==> config.mk <==
export PLATFORM = sky130hd
export DESIGN_NAME = oetc_osc_control
export DESIGN_NICKNAME = d
export VERILOG_FILES = /design/src/hw/oetc_pkg.sv /design/src/hw/oetc_freq_decode.sv /design/src/hw/oetc_trim_step.sv /design/src/hw/oetc_osc_control.sv
export SDC_FILE = /design/constraint.sdc
export NUM_CORES = 1
export LEC_CHECK = 0
export ABC_AREA = 1
export BUFFER_PORTS_ARGS = -buffer_cell sky130_fd_sc_hd__buf_4
export CORE_ASPECT_RATIO = 0.7
export CORE_MARGIN = 5
export CORE_UTILIZATION = 56
export CTS_BUF_LIST = sky130_fd_sc_hd__clkbuf_16
export DETAILED_ROUTE_END_ITERATION = 12
export GPL_ROUTABILITY_DRIVEN = 0
export PLACE_DENSITY = 0.86
export SYNTH_ARGS = -nofsm -noshare
export SYNTH_HDL_FRONTEND = slang
export SYNTH_SLANG_ARGS = --single-unit
==> constraint.sdc <==
create_clock -name clk -period 4.7 [get_ports clk]
set_input_delay 0.235 -clock clk [delete_from_list [all_inputs] [get_ports clk]]
set_output_delay 0.235 -clock clk [all_outputs]
set_load 0.01 [all_outputs]
==> src/hw/oetc_pkg.sv <==
package oetc_pkg;
   // ==========================================================
   // register map (word offsets chosen locally)
   localparam logic [3:0] OETC_ADDR_MANUAL = 4'h0;
   localparam logic [3:0] OETC_ADDR_FREQ = 4'h1;
   localparam logic [3:0] OETC_ADDR_TRIM = 4'h2;
   localparam logic [3:0] OETC_ADDR_ACT = 4'h3;
   localparam logic [3:0] OETC_ADDR_PWR = 4'h4;
   localparam logic [3:0] OETC_ADDR_IRQ_STAT = 4'h5;
   localparam logic [3:0] OETC_ADDR_IRQ_MASK = 4'h6;
   localparam logic [3:0] OETC_ADDR_TRIM_OUT = 4'h7;

   // ==========================================================
   // field positions
   localparam int OETC_BIT_EXT = 7;
   localparam int OETC_BIT_FAST = 6;
   localparam int OETC_BIT_MID = 5;
   localparam int OETC_BIT_SLOW = 4;
   localparam int OETC_BIT_SEC = 3;
   localparam int OETC_BIT_RC = 2;
   localparam int OETC_BIT_AUTO_EN = 7;
   localparam int OETC_BIT_PAUSE = 6;
   localparam int OETC_BIT_LOCK = 3;
   localparam int OETC_BIT_ORS = 1;
   localparam int OETC_BIT_SEC_PWR = 0;

   // ==========================================================
   // masks and reset values
   localparam logic [7:0] OETC_MANUAL_MASK = 8'hfc;
   localparam logic [7:0] OETC_MANUAL_RST = 8'h00;
   localparam logic [7:0] OETC_ACT_RST = 8'h00;
   localparam logic [5:0] OETC_TRIM_RST = 6'h00;
   localparam logic [5:0] OETC_TRIM_MAX = 6'h1f;
   localparam logic [5:0] OETC_TRIM_MIN = 6'h20;
   localparam logic [5:0] OETC_TRIM_ONE = 6'h01;
   localparam logic [2:0] OETC_IRQ_NONE = 3'h0;

   // ==========================================================
   // frequency select codes
   localparam logic [2:0] OETC_FRQ_4MHZ = 3'h2;
   localparam logic [2:0] OETC_FRQ_32MHZ = 3'h6;
   localparam logic [2:0] OETC_FRQ_RSVD = 3'h7;
   localparam logic [2:0] OETC_RESET_CLOCK_SOURCE_CONFIG_FAST4 = 3'h6;
   localparam logic [2:0] OETC_RESET_CLOCK_SOURCE_CONFIG_FAST32 = 3'h0;

   // interrupt status bits
   localparam int OETC_IRQ_LOCK = 0;
   localparam int OETC_IRQ_UNLOCK = 1;
   localparam int OETC_IRQ_ORS = 2;

   // trim comparator verdict from the reference
   typedef enum logic [1:0] {
      OETC_CMP_OK,
      OETC_CMP_SLOW,
      OETC_CMP_FAST
   } oetc_cmp_t;
endpackage : oetc_pkg

==> src/hw/oetc_freq_decode.sv <==
`timescale 1ns/10ps
// decodes the select code into a nominal frequency in MHz
module oetc_freq_decode (
   // select code
   input wire logic [2:0] sel,
   // decoded frequency, zero for the reserved code
   output logic [5:0] mhz,
   output logic reserved
);
   import oetc_pkg::*;

   // fixed frequency table
   always_comb begin
      reserved = 1'b0;
      case (sel)
         3'h0: mhz = 6'h01;
         3'h1: mhz = 6'h02;
         3'h2: mhz = 6'h04;
         3'h3: mhz = 6'h08;
         3'h4: mhz = 6'h0c;
         3'h5: mhz = 6'h10;
         3'h6: mhz = 6'h20;
         default: begin
            mhz = 6'h00;
            reserved = 1'b1;
         end
      endcase
   end
endmodule : oetc_freq_decode

==> src/hw/oetc_trim_step.sv <==
`timescale 1ns/10ps
// one saturating step of the signed trim toward nominal
module oetc_trim_step (
   // current trim and comparator verdict
   input wire logic [5:0] trim_in,
   input wire oetc_pkg::oetc_cmp_t verdict,
   // next trim and saturation flag
   output logic [5:0] trim_out,
   output logic at_limit
);
   import oetc_pkg::*;

   // slow oscillator needs a higher code, fast one lower
   always_comb begin
      trim_out = trim_in;
      at_limit = 1'b0;
      case (verdict)
         OETC_CMP_SLOW: begin
            if (trim_in == OETC_TRIM_MAX) at_limit = 1'b1;
            else trim_out = trim_in + OETC_TRIM_ONE;
         end
         OETC_CMP_FAST: begin
            if (trim_in == OETC_TRIM_MIN) at_limit = 1'b1;
            else trim_out = trim_in - OETC_TRIM_ONE;
         end
         default: trim_out = trim_in;
      endcase
   end
endmodule : oetc_trim_step

==> src/hw/oetc_osc_control.sv <==
`timescale 1ns/10ps
// Notes on behaviour
// - manual bits keep mid, slow, rc running
// - external manual bit enables external in mode
// - fast manual bit runs fast oscillator selected
// - secondary manual bit runs it at power
// - select code sets nominal frequency; 111 reserved
// - reset select follows reset clock config
// - trim is signed, monotonic max to min
// - zero trim is centre, default
// - auto trim on makes trim read-only
// - auto trim on: hardware drives oscillator trim
// - pause blocks hardware and software trim writes
// - auto trim on, unpaused: trim updates every tuning event
// - lock bit set within one percent
// - out-of-range bit follows needed trim range
// - unimplemented bits read as zero
// - secondary power bit: one high, zero low
module oetc_osc_control (
   // clock and reset
   input wire logic clk,
   input wire logic nrst,
   // register port
   input wire logic [3:0] reg_addr,
   input wire logic [7:0] reg_wdata,
   input wire logic reg_wr,
   input wire logic reg_rd,
   output logic [7:0] reg_rdata,
   // configuration word straps
   input wire logic [2:0] reset_clock_source_config,
   input wire logic [2:0] external_clock_mode_config,
   // requests from other modules
   input wire logic ext_osc_module_req,
   input wire logic fast_osc_module_req,
   input wire logic mid_osc_module_req,
   input wire logic slow_osc_module_req,
   input wire logic secondary_osc_module_req,
   input wire logic rc_osc_module_req,
   // tuning reference
   input wire logic tune_event,
   input wire oetc_pkg::oetc_cmp_t tune_verdict,
   input wire logic tune_in_band,
   // oscillator controls
   output logic external_oscillator_en,
   output logic [2:0] external_oscillator_mode,
   output logic fast_internal_oscillator_en,
   output logic [2:0] fast_osc_freq_select,
   output logic [5:0] fast_osc_freq_mhz,
   output logic [5:0] fast_osc_trim,
   output logic mid_internal_oscillator_en,
   output logic slow_internal_oscillator_en,
   output logic secondary_osc_en,
   output logic secondary_osc_high_power,
   output logic fast_rc_oscillator_en,
   // interrupt
   output logic irq
);
   import oetc_pkg::*;

   // ==========================================================
   // state
   typedef struct packed {
      logic [7:0] manual;
      logic [2:0] freq;
      logic [5:0] trim;
      logic auto_en;
      logic pause;
      logic locked;
      logic ors;
      logic sec_pwr;
      logic [2:0] irq_stat;
      logic [2:0] irq_mask;
      logic strap_done;
      logic [7:0] rdata;
   } oetc_state_t;

   oetc_state_t s_q;
   oetc_state_t s_d;
   logic [5:0] step_trim;
   logic step_limit;
   logic [5:0] dec_mhz;
   logic dec_rsvd;
   logic [7:0] rd_mux;
   logic [2:0] irq_set;
   logic hw_update;

   // ==========================================================
   // helpers
   oetc_trim_step u_step (
      .trim_in(s_q.trim),
      .verdict(tune_verdict),
      .trim_out(step_trim),
      .at_limit(step_limit)
   );

   oetc_freq_decode u_dec (
      .sel(s_q.freq),
      .mhz(dec_mhz),
      .reserved(dec_rsvd)
   );

   // hardware trim update only when enabled, unpaused, and event seen
   assign hw_update = s_q.auto_en & ~s_q.pause & tune_event;

   // ==========================================================
   // read mux, unused bits are zero
   always_comb begin
      rd_mux = 8'h00;
      case (reg_addr)
         OETC_ADDR_MANUAL: rd_mux = s_q.manual & OETC_MANUAL_MASK;
         OETC_ADDR_FREQ: rd_mux[2:0] = s_q.freq;
         OETC_ADDR_TRIM: rd_mux[5:0] = s_q.trim;
         OETC_ADDR_ACT: begin
            rd_mux[OETC_BIT_AUTO_EN] = s_q.auto_en;
            rd_mux[OETC_BIT_PAUSE] = s_q.pause;
            rd_mux[OETC_BIT_LOCK] = s_q.locked;
            rd_mux[OETC_BIT_ORS] = s_q.ors;
         end
         OETC_ADDR_PWR: rd_mux[OETC_BIT_SEC_PWR] = s_q.sec_pwr;
         OETC_ADDR_IRQ_STAT: rd_mux[2:0] = s_q.irq_stat;
         OETC_ADDR_IRQ_MASK: rd_mux[2:0] = s_q.irq_mask;
         OETC_ADDR_TRIM_OUT: rd_mux[5:0] = fast_osc_trim;
         default: rd_mux = 8'h00;
      endcase
   end

   // ==========================================================
   // next state
   always_comb begin
      s_d = s_q;
      irq_set = OETC_IRQ_NONE;
      // read data stands only in the cycle after the strobe
      s_d.rdata = reg_rd ? rd_mux : 8'h00;

      // straps sampled once after reset release, not in the reset branch
      if (!s_q.strap_done) begin
         s_d.strap_done = 1'b1;
         if (reset_clock_source_config == OETC_RESET_CLOCK_SOURCE_CONFIG_FAST32) begin
            s_d.freq = OETC_FRQ_32MHZ;
         end else begin
            s_d.freq = OETC_FRQ_4MHZ;
         end
      end

      // software writes
      if (reg_wr) begin
         case (reg_addr)
            OETC_ADDR_MANUAL: s_d.manual = reg_wdata & OETC_MANUAL_MASK;
            OETC_ADDR_FREQ: s_d.freq = reg_wdata[2:0];
            OETC_ADDR_TRIM: begin
               // locked out while hardware owns it or while paused
               if (!s_q.auto_en && !s_q.pause) s_d.trim = reg_wdata[5:0];
            end
            OETC_ADDR_ACT: begin
               s_d.auto_en = reg_wdata[OETC_BIT_AUTO_EN];
               s_d.pause = reg_wdata[OETC_BIT_PAUSE];
            end
            OETC_ADDR_PWR: s_d.sec_pwr = reg_wdata[OETC_BIT_SEC_PWR];
            OETC_ADDR_IRQ_STAT: s_d.irq_stat = s_q.irq_stat & ~reg_wdata[2:0];
            OETC_ADDR_IRQ_MASK: s_d.irq_mask = reg_wdata[2:0];
            default: s_d.manual = s_q.manual;
         endcase
      end

      // hardware tuning
      if (hw_update) begin
         s_d.trim = step_trim;
         s_d.ors = step_limit;
         s_d.locked = tune_in_band & ~step_limit;
      end
      if (!s_q.auto_en) begin
         // status meaningless without the tuner
         s_d.locked = 1'b0;
         s_d.ors = 1'b0;
      end

      // events: set wins over the write-one clear
      irq_set[OETC_IRQ_LOCK] = s_d.locked & ~s_q.locked;
      irq_set[OETC_IRQ_UNLOCK] = s_q.locked & ~s_d.locked;
      irq_set[OETC_IRQ_ORS] = s_d.ors & ~s_q.ors;
      s_d.irq_stat = s_d.irq_stat | irq_set;
   end

   // ==========================================================
   // registers
   always_ff @(posedge clk or negedge nrst) begin
      if (!nrst) begin
         s_q.manual <= OETC_MANUAL_RST;
         s_q.freq <= OETC_FRQ_4MHZ;
         s_q.trim <= OETC_TRIM_RST;
         s_q.auto_en <= OETC_ACT_RST[OETC_BIT_AUTO_EN];
         s_q.pause <= OETC_ACT_RST[OETC_BIT_PAUSE];
         s_q.locked <= 1'b0;
         s_q.ors <= 1'b0;
         s_q.sec_pwr <= 1'b0;
         s_q.irq_stat <= OETC_IRQ_NONE;
         s_q.irq_mask <= OETC_IRQ_NONE;
         s_q.strap_done <= 1'b0;
         s_q.rdata <= 8'h00;
      end else begin
         s_q <= s_d;
      end
   end

   // ==========================================================
   // outputs
   assign reg_rdata = s_q.rdata;
   assign irq = |(s_q.irq_stat & s_q.irq_mask);
   // manual request or module request keeps each source on
   assign external_oscillator_en = s_q.manual[OETC_BIT_EXT] | ext_osc_module_req;
   assign external_oscillator_mode = external_clock_mode_config;
   assign fast_internal_oscillator_en = s_q.manual[OETC_BIT_FAST] | fast_osc_module_req;
   assign fast_osc_freq_select = s_q.freq;
   // reserved code yields zero; the analog side must treat it as unsupported
   assign fast_osc_freq_mhz = dec_rsvd ? 6'h00 : dec_mhz;
   // trim word is the register in both modes; the tuner writes it
   assign fast_osc_trim = s_q.trim;
   assign mid_internal_oscillator_en = s_q.manual[OETC_BIT_MID] | mid_osc_module_req;
   assign slow_internal_oscillator_en = s_q.manual[OETC_BIT_SLOW] | slow_osc_module_req;
   assign secondary_osc_en = s_q.manual[OETC_BIT_SEC] | secondary_osc_module_req;
   assign secondary_osc_high_power = s_q.sec_pwr;
   assign fast_rc_oscillator_en = s_q.manual[OETC_BIT_RC] | rc_osc_module_req;
endmodule : oetc_osc_control

==> results.sh, run 1 <==
export IMPL_vias_per_cell=5.38
export IMPL_static_leakage_power_uw=0.00141
export IMPL_post_synth_inst_count=297
export IMPL_netlist_cell_type_count=33
export IMPL_timing_critical_path_from_type="flop"
export IMPL_layout_area_overhead_vs_synth_pct=22.1
export IMPL_hold_violations=0
export IMPL_r2r_start="fast_osc_trim[0]"
export IMPL_yosysSeqAreaShare_pct=40.0
export IMPL_die_w_um=84.8
export IMPL_drv_slew=0
export IMPL_setup_tns_final_ns=0
export IMPL_starting_density_of_the_core_pct=57.0
export IMPL_grt_use_total_pct=22.3
export IMPL_postSynthAreaPerCell_um2=7.39
export IMPL_highest_fanout_seen_on_the_critical_path=5
export IMPL_reg2reg_depth=12
export IMPL_largest_net_degree_at_the_start_of_global_routing=36
export IMPL_hold_depth=3
export IMPL_worst_setup_hold_path_clk_slew_ns=0.06
export IMPL_cts_made_buffers=5
export IMPL_vias=2118
export IMPL_r2r_slack_ns=2.95
export IMPL_setup_worst_path_class="flop to flop"
export IMPL_drt_first_iter_violations=196
export IMPL_async_reset_ff_share_pct=100
export IMPL_layout_core_utilization_pct=69.6
export IMPL_synthesis_area_um2=2190
export IMPL_critical_path_slowest_cell="dfrtp_1"
export IMPL_report_final_setup_viol=0
export IMPL_worstHoldPathType="input port to flop"
export IMPL_wire_length_of_the_first_global_routing_pass_mm=9.43
export IMPL_clock_path_buffers=2
export IMPL_crit_required_ns=4.87
export IMPL_place_hpwl_mm=4.31
export IMPL_most_common_flop_cell_mapped_by_yosys="dfrtp_1"
export IMPL_crit_arrival_ns=1.92
export IMPL_most_frequent_cell_after_synthesis="nand2_1"
export IMPL_post_drt_wl_per_cell_um=14.6
export IMPL_clock_insertion_delay_worst_skew_ns=0.28
export IMPL_synthesis_nets=336
export IMPL_cts_root_buf="clkbuf_16"
export IMPL_cts_resized_gates=0
export IMPL_netlist_top_cells_area="dfrtp_1, nand2_1, buf_4"
export IMPL_crit_path_max_incr_delay_ns=0.44
export IMPL_rows=19
export IMPL_max_freq_ghz=0.571
export IMPL_share_of_layout_cells_above_drive_strength_1_pct=23.7
export IMPL_final_antenna_net_count=0
export IMPL_vdd_ir_drop_max_uv=238
export IMPL_synth_warnings=0
export IMPL_cp_launch_point="fast_osc_trim[0]"
export IMPL_synth_enable_flop_cells=0
export IMPL_power_density_over_the_cells_nw_per_um2=412
export IMPL_rsz0062_at_grt="no"
export IMPL_max_cap_violations=0
export IMPL_synthDominantCellAreaShare_pct=38.8
export IMPL_cp_common_cell="nand2_1"
export IMPL_die_height_um=62.4
export IMPL_worstHoldStart="reg_wdata[1]"
export IMPL_core_area_um2=3850
export IMPL_period_share_pct=37.2
export IMPL_port_buffers=59
export IMPL_yosys_register_bits=35
export IMPL_floorplan_io_pins=66
export IMPL_cts_num_sinks=35
export IMPL_route_final_wire_length_mm=5.75
export IMPL_worst_setup_ep_type="flop"
export IMPL_htreeDepth=2
export IMPL_number_of_global_route_vias_before_repair=2034
export IMPL_grt_ovfl_total=0
export IMPL_final_nets=380
export IMPL_die_area_um2=5290
export IMPL_finalCriticalPeriod_ns=1.75
export IMPL_run_status="completed"
export IMPL_diodes=0
export IMPL_antenna_found_initial=0
export IMPL_ys_top_cells_by_count="nand2_1, inv_1, dfrtp_1"
export IMPL_clock_skew_ns=0.00563
export IMPL_drt_pass1_iterations=4
export IMPL_filler_cell_count=340
export IMPL_tritoncts="yes"
export IMPL_detail_route_drc_violations=0
export IMPL_critical_path_cell_sequence="inv_1 -> fa_1 -> inv_1 -> nand2_1 -> nand2_1 -> nand2_1 -> nand2_1 -> nand2_1 -> nand3_1 -> o21ai_0 -> nand2_1 -> o21ai_0"
export IMPL_synth_area_leader_cell="dfrtp_1"
[state kept, by name, summed over array words and instances (netlist names)]
| name | count |
|---|---|
| reg_rdata | 8 |
| s_q | 17 |
| fast_osc_freq_select | 3 |
| fast_osc_trim | 6 |
| secondary_osc_high_power | 1 |
[critical path, delay by kind of cell (launching register included)]
kind	cells	cell delay, ns
AOI/OAI and AO/OA	2	0.15
and+or+nand+nor	7	0.41
DFF	1	0.44
adders and majority gates	1	0.42
buffers and inverters	2	0.22
[area by class of cell]
class	instances	area [um^2]	share of cell area [%]
sequential	35	877	32.7
timing repair buffer	60	453	16.9
clock buffer	5	125	4.67
inverter	43	161	6.02
clock inverter	3	16.3	0.607
tap	52	65.1	2.43
multi-input combinational	196	982	36.6
[stage by stage]
stage	instances	instance area [um^2]	setup slack (ns)	power (uW)	hold slack [ns]
finish	394	2680	2.95	1100	0.237
global route	394	2680	2.79	1160	0.262
CTS	394	2680	2.96	1100	0.227
global placement	385	2530	2.85	770	0.204
detailed placement	385	2530	2.80	782	0.207
floorplan	297	2190	3.07	665	-0.0606
[power breakdown]
group          switching (uW)  internal [uW]  total (uW)
Combinational             187            153         340
Clock                     125            193         318
Sequential               81.6            363         445
[metal layers]
| layer | routed length, um | global-route usage [%] | vias up |
|---|---|---|---|
| met5 | 0 | 0 | - |
| met4 | 110 | 7.31 | 0 |
| met3 | 544 | 6.06 | 15 |
| met2 | 2490 | 33.3 | 104 |
| met1 | 2610 | 31.6 | 977 |
| li1 | - | - | 1022 |
[path summary, 6_finish.rpt]
| kind | end |
|---|---|
| hold reg to reg | s_q[34] |
| min in group asynchronous | reg_rdata[0] |
| hold / removal | fast_osc_freq_select[1] |
| setup reg to reg | fast_osc_trim[4] |
| setup / recovery | fast_osc_trim[4] |
| max in group asynchronous | fast_osc_freq_select[1] |
[cells by family (layout without fill, tap and decap cells)]
kind of cell    count (synthesis)  after routing  share of synthesized area (%)
other cells                     1              1                          0.171
simple gates                  138            138                           27.5
buf+inv                        66            111                           15.3
compound gates                 50             50                           12.7
fa+ha+maj                       7              7                           4.33
flops                          35             35                           40.0
[cells in the final DEF (no fill, tap or decap), types with 3 or more instances in the layout]
cell       instances
a21oi_1           11
a31oi_1            3
buf_4             59
clkbuf_16          5
dfrtp_1           34
ha_1               6
inv_1             43
nand2_1           83
nand3_1           13
nand4_1            3
nor2_1            19
nor3_1             7
o21ai_0           25
or2_2              6
[what timing repair did]
item	in CTS	in global routing
hold buffers	1	0
buffers inserted	0	0
endpoints found under the hold margin	34	0
(Power assumes the default switching activity.)
==> run 2, diff against run 1 <==
- ABC_AREA: 1 -> 0
- CORE_UTILIZATION: 56 -> 47
- PLACE_DENSITY: 0.86 -> 0.77
- clock period: 4.7 -> 1.59 ns (I/O delays scaled with it)
==> results.sh, run 2 <==
export IMPL_ys_top_cells_by_count="dfrtp_1, buf_4, nand2_1"
export IMPL_finalCriticalPeriod_ns=1.68
export IMPL_netlist_top_cells_area="dfrtp_1, buf_4, mux2_2"
export IMPL_final_cell_area_um2=3050
export IMPL_place_inst=349
export IMPL_report_final_setup_viol=4
export IMPL_static_leakage_power_uw=0.00145
export IMPL_layout_area_overhead_vs_synth_pct=37.1
export IMPL_synth_area_leader_cell="dfrtp_1"
export IMPL_crit_required_ns=1.75
export IMPL_filler_cell_count=378
export IMPL_most_frequent_cell_after_synthesis="dfrtp_1"
export IMPL_cts_made_buffers=5
export IMPL_synthesis_area_um2=2220
export IMPL_grt_ovfl_total=0
export IMPL_share_of_layout_cells_above_drive_strength_1_pct=46.5
export IMPL_floorplan_io_pins=66
export IMPL_post_synth_inst_count=232
export IMPL_crit_arrival_ns=1.84
export IMPL_postSynthAreaPerCell_um2=9.59
export IMPL_drt_pass1_iterations=4
export IMPL_antenna_found_initial=0
export IMPL_worst_setup_hold_path_clk_slew_ns=0.05
export IMPL_grt_use_total_pct=19.4
export IMPL_failed_checks="negative setup slack"
export IMPL_dp_slack_ns=-0.197
export IMPL_rows=21
export IMPL_hold_violations=0
export IMPL_yosysSeqAreaShare_pct=39.4
export IMPL_rsz0062_at_grt="yes"
export IMPL_post_drt_wl_per_cell_um=16.2
export IMPL_max_freq_ghz=0.595
export IMPL_vdd_ir_drop_max_uv=849
export IMPL_tritoncts="yes"
export IMPL_max_cap_violations=0
export IMPL_number_of_global_route_vias_before_repair=1914
export IMPL_clock_insertion_delay_worst_skew_ns=0.28
export IMPL_largest_register="s_q"
export IMPL_async_reset_ff_share_pct=100
export IMPL_worst_slack_ns=-0.0895
export IMPL_drt_first_iter_violations=87
export IMPL_wire_length_of_the_first_global_routing_pass_mm=9.50
export IMPL_largest_register_ff_count=17
export IMPL_setup_tns_final_ns=-0.220
export IMPL_core_area_um2=4680
export IMPL_worst_setup_ep_type="flop"
export IMPL_vias=1933
export IMPL_power_density_over_the_cells_nw_per_um2=1280
export IMPL_timing_critical_path_from_type="flop"
export IMPL_synth_enable_flop_cells=0
export IMPL_post_layout_nonfiller_instances=360
export IMPL_clock_skew_ns=0.00391
export IMPL_synthDominantCellAreaShare_pct=38.2
export IMPL_most_common_flop_cell_mapped_by_yosys="dfrtp_1"
export IMPL_final_common_cell="buf_4"
export IMPL_largest_net_degree_at_the_start_of_global_routing=36
export IMPL_cts_num_sinks=35
export IMPL_diodes=0
export IMPL_most_common_layout_cells="buf_4, dfrtp_1, nand2_1"
export IMPL_highest_fanout_seen_on_the_critical_path=3
export IMPL_detail_route_drc_violations=0
export IMPL_cts_root_buf="clkbuf_16"
export IMPL_netlist_cell_type_count=53
export IMPL_run_status="finished with violations"
export IMPL_synthesis_nets=271
export IMPL_drv_slew=0
export IMPL_clock_path_buffers=2
export IMPL_vias_per_cell=5.37
export IMPL_worstHoldPathType="input port to flop"
export IMPL_port_buffers=59
export IMPL_final_nets=341
export IMPL_place_hpwl_mm=4.41
export IMPL_setup_worst_path_class="flop to flop"
export IMPL_die_w_um=92.2
export IMPL_die_area_um2=6230
export IMPL_final_antenna_net_count=0
export IMPL_starting_density_of_the_core_pct=47.6
export IMPL_period_share_pct=106
export IMPL_htreeDepth=2
export IMPL_route_final_wire_length_mm=5.81
export IMPL_dpl_cell_area_um2=2810
export IMPL_die_height_um=67.6
export IMPL_yosys_register_bits=35
export IMPL_synth_warnings=0
export IMPL_finalHoldWorstSlack_ns=0.0301
## run 2: cell count changes after synthesis, moves of 3 or more
| cell | delta |
|---|---|
| nor3b_1 | +3 |
| mux2_2 | +11 |
| mux2i_1 | +4 |
| xor2_1 | +3 |
| nand2b_1 | +3 |
| nand2_1 | -62 |
| inv_1 | -34 |
| nor2b_1 | +7 |
| o21ai_0 | -17 |
| nor2_1 | -4 |
| mux2_4 | +4 |
## run 2: per-layer routing
metal | vias up | track usage [%] | routed length [um]
li1 | 940 | - | -
met1 | 911 | 27.7 | 2780
met2 | 74 | 30.6 | 2610
met3 | 8 | 4.01 | 370
met4 | 0 | 3.89 | 48
met5 | - | 0 | 0
## run 2: per-stage QoR
step,total power [uW],utilization [%]
after global routing,4130,65.2
after detailed placement,2800,60.0
after CTS,3810,64.0
final,3890,65.2
after floorplan,2150,-
after global placement,2770,60.0
## run 2: where the power goes
part           internal (uW)  switching, uW  leakage, uW
logic                    963            725     0.000931
clock network            565            345    0.0000762
registers               1080            214     0.000442
total                   2610           1280      0.00145
## run 2: logic make-up after synthesis
logic type      after synthesis  synth area share [%]
compound gates               43                  13.3
xor+xnor                      5                  1.97
fa+ha+maj                     7                  4.27
buf+inv                      35                  10.1
flops                        35                  39.4
mux                          19                  10.1
other cells                   1                 0.169
simple gates                 87                  20.7
## run 2: area by class of cell
cell class / instances / area, um^2 / share of cell area, %
Sequential cell: 35 / 878 / 28.8
Clock inverter: 3 / 12.5 / 0.410
Clock buffer: 5 / 125 / 4.10
Tap cell: 57 / 71.3 / 2.34
Multi-Input combinational cell: 162 / 1230 / 40.5
Inverter: 8 / 30.0 / 0.985
Timing Repair Buffer: 90 / 698 / 22.9
## run 2: worst max-delay path, cell delays in order (launching register included)
cell	delay, ns
dfrtp_1	0.39
inv_2	0.06
fa_2	0.37
nand2b_4	0.16
a21oi_4	0.15
xnor2_2	0.12
o21ai_1	0.07
mux2_4	0.25
## run 2: path summary, 6_finish.rpt
| path | slack [ns] | cells past startpoint | endpoint | startpoint |
|---|---|---|---|---|
| hold reg to reg | 0.50 | 1 | fast_osc_freq_select[1] | s_q[8] |
| min in group asynchronous | 0.30 | 2 | reg_rdata[6] | nrst |
| setup reg to reg | -0.09 | 7 | fast_osc_trim[4] | fast_osc_trim[0] |
| hold / removal | 0.03 | 3 | s_q[19] | reg_wdata[7] |
| setup / recovery | -0.09 | 7 | fast_osc_trim[4] | fast_osc_trim[0] |
| max in group asynchronous | 0.96 | 2 | fast_osc_freq_select[1] | nrst |
## run 2: repair_timing
| action | in CTS | in global routing |
|---|---|---|
| hold buffers | 1 | 0 |
| hold endpoints to repair | 34 | 0 |
| pin swaps | 12 | 3 |
| buffers inserted | 1 | 1 |
| resized for setup | 7 | 9 |
| endpoints found under the setup margin | 5 | 9 |
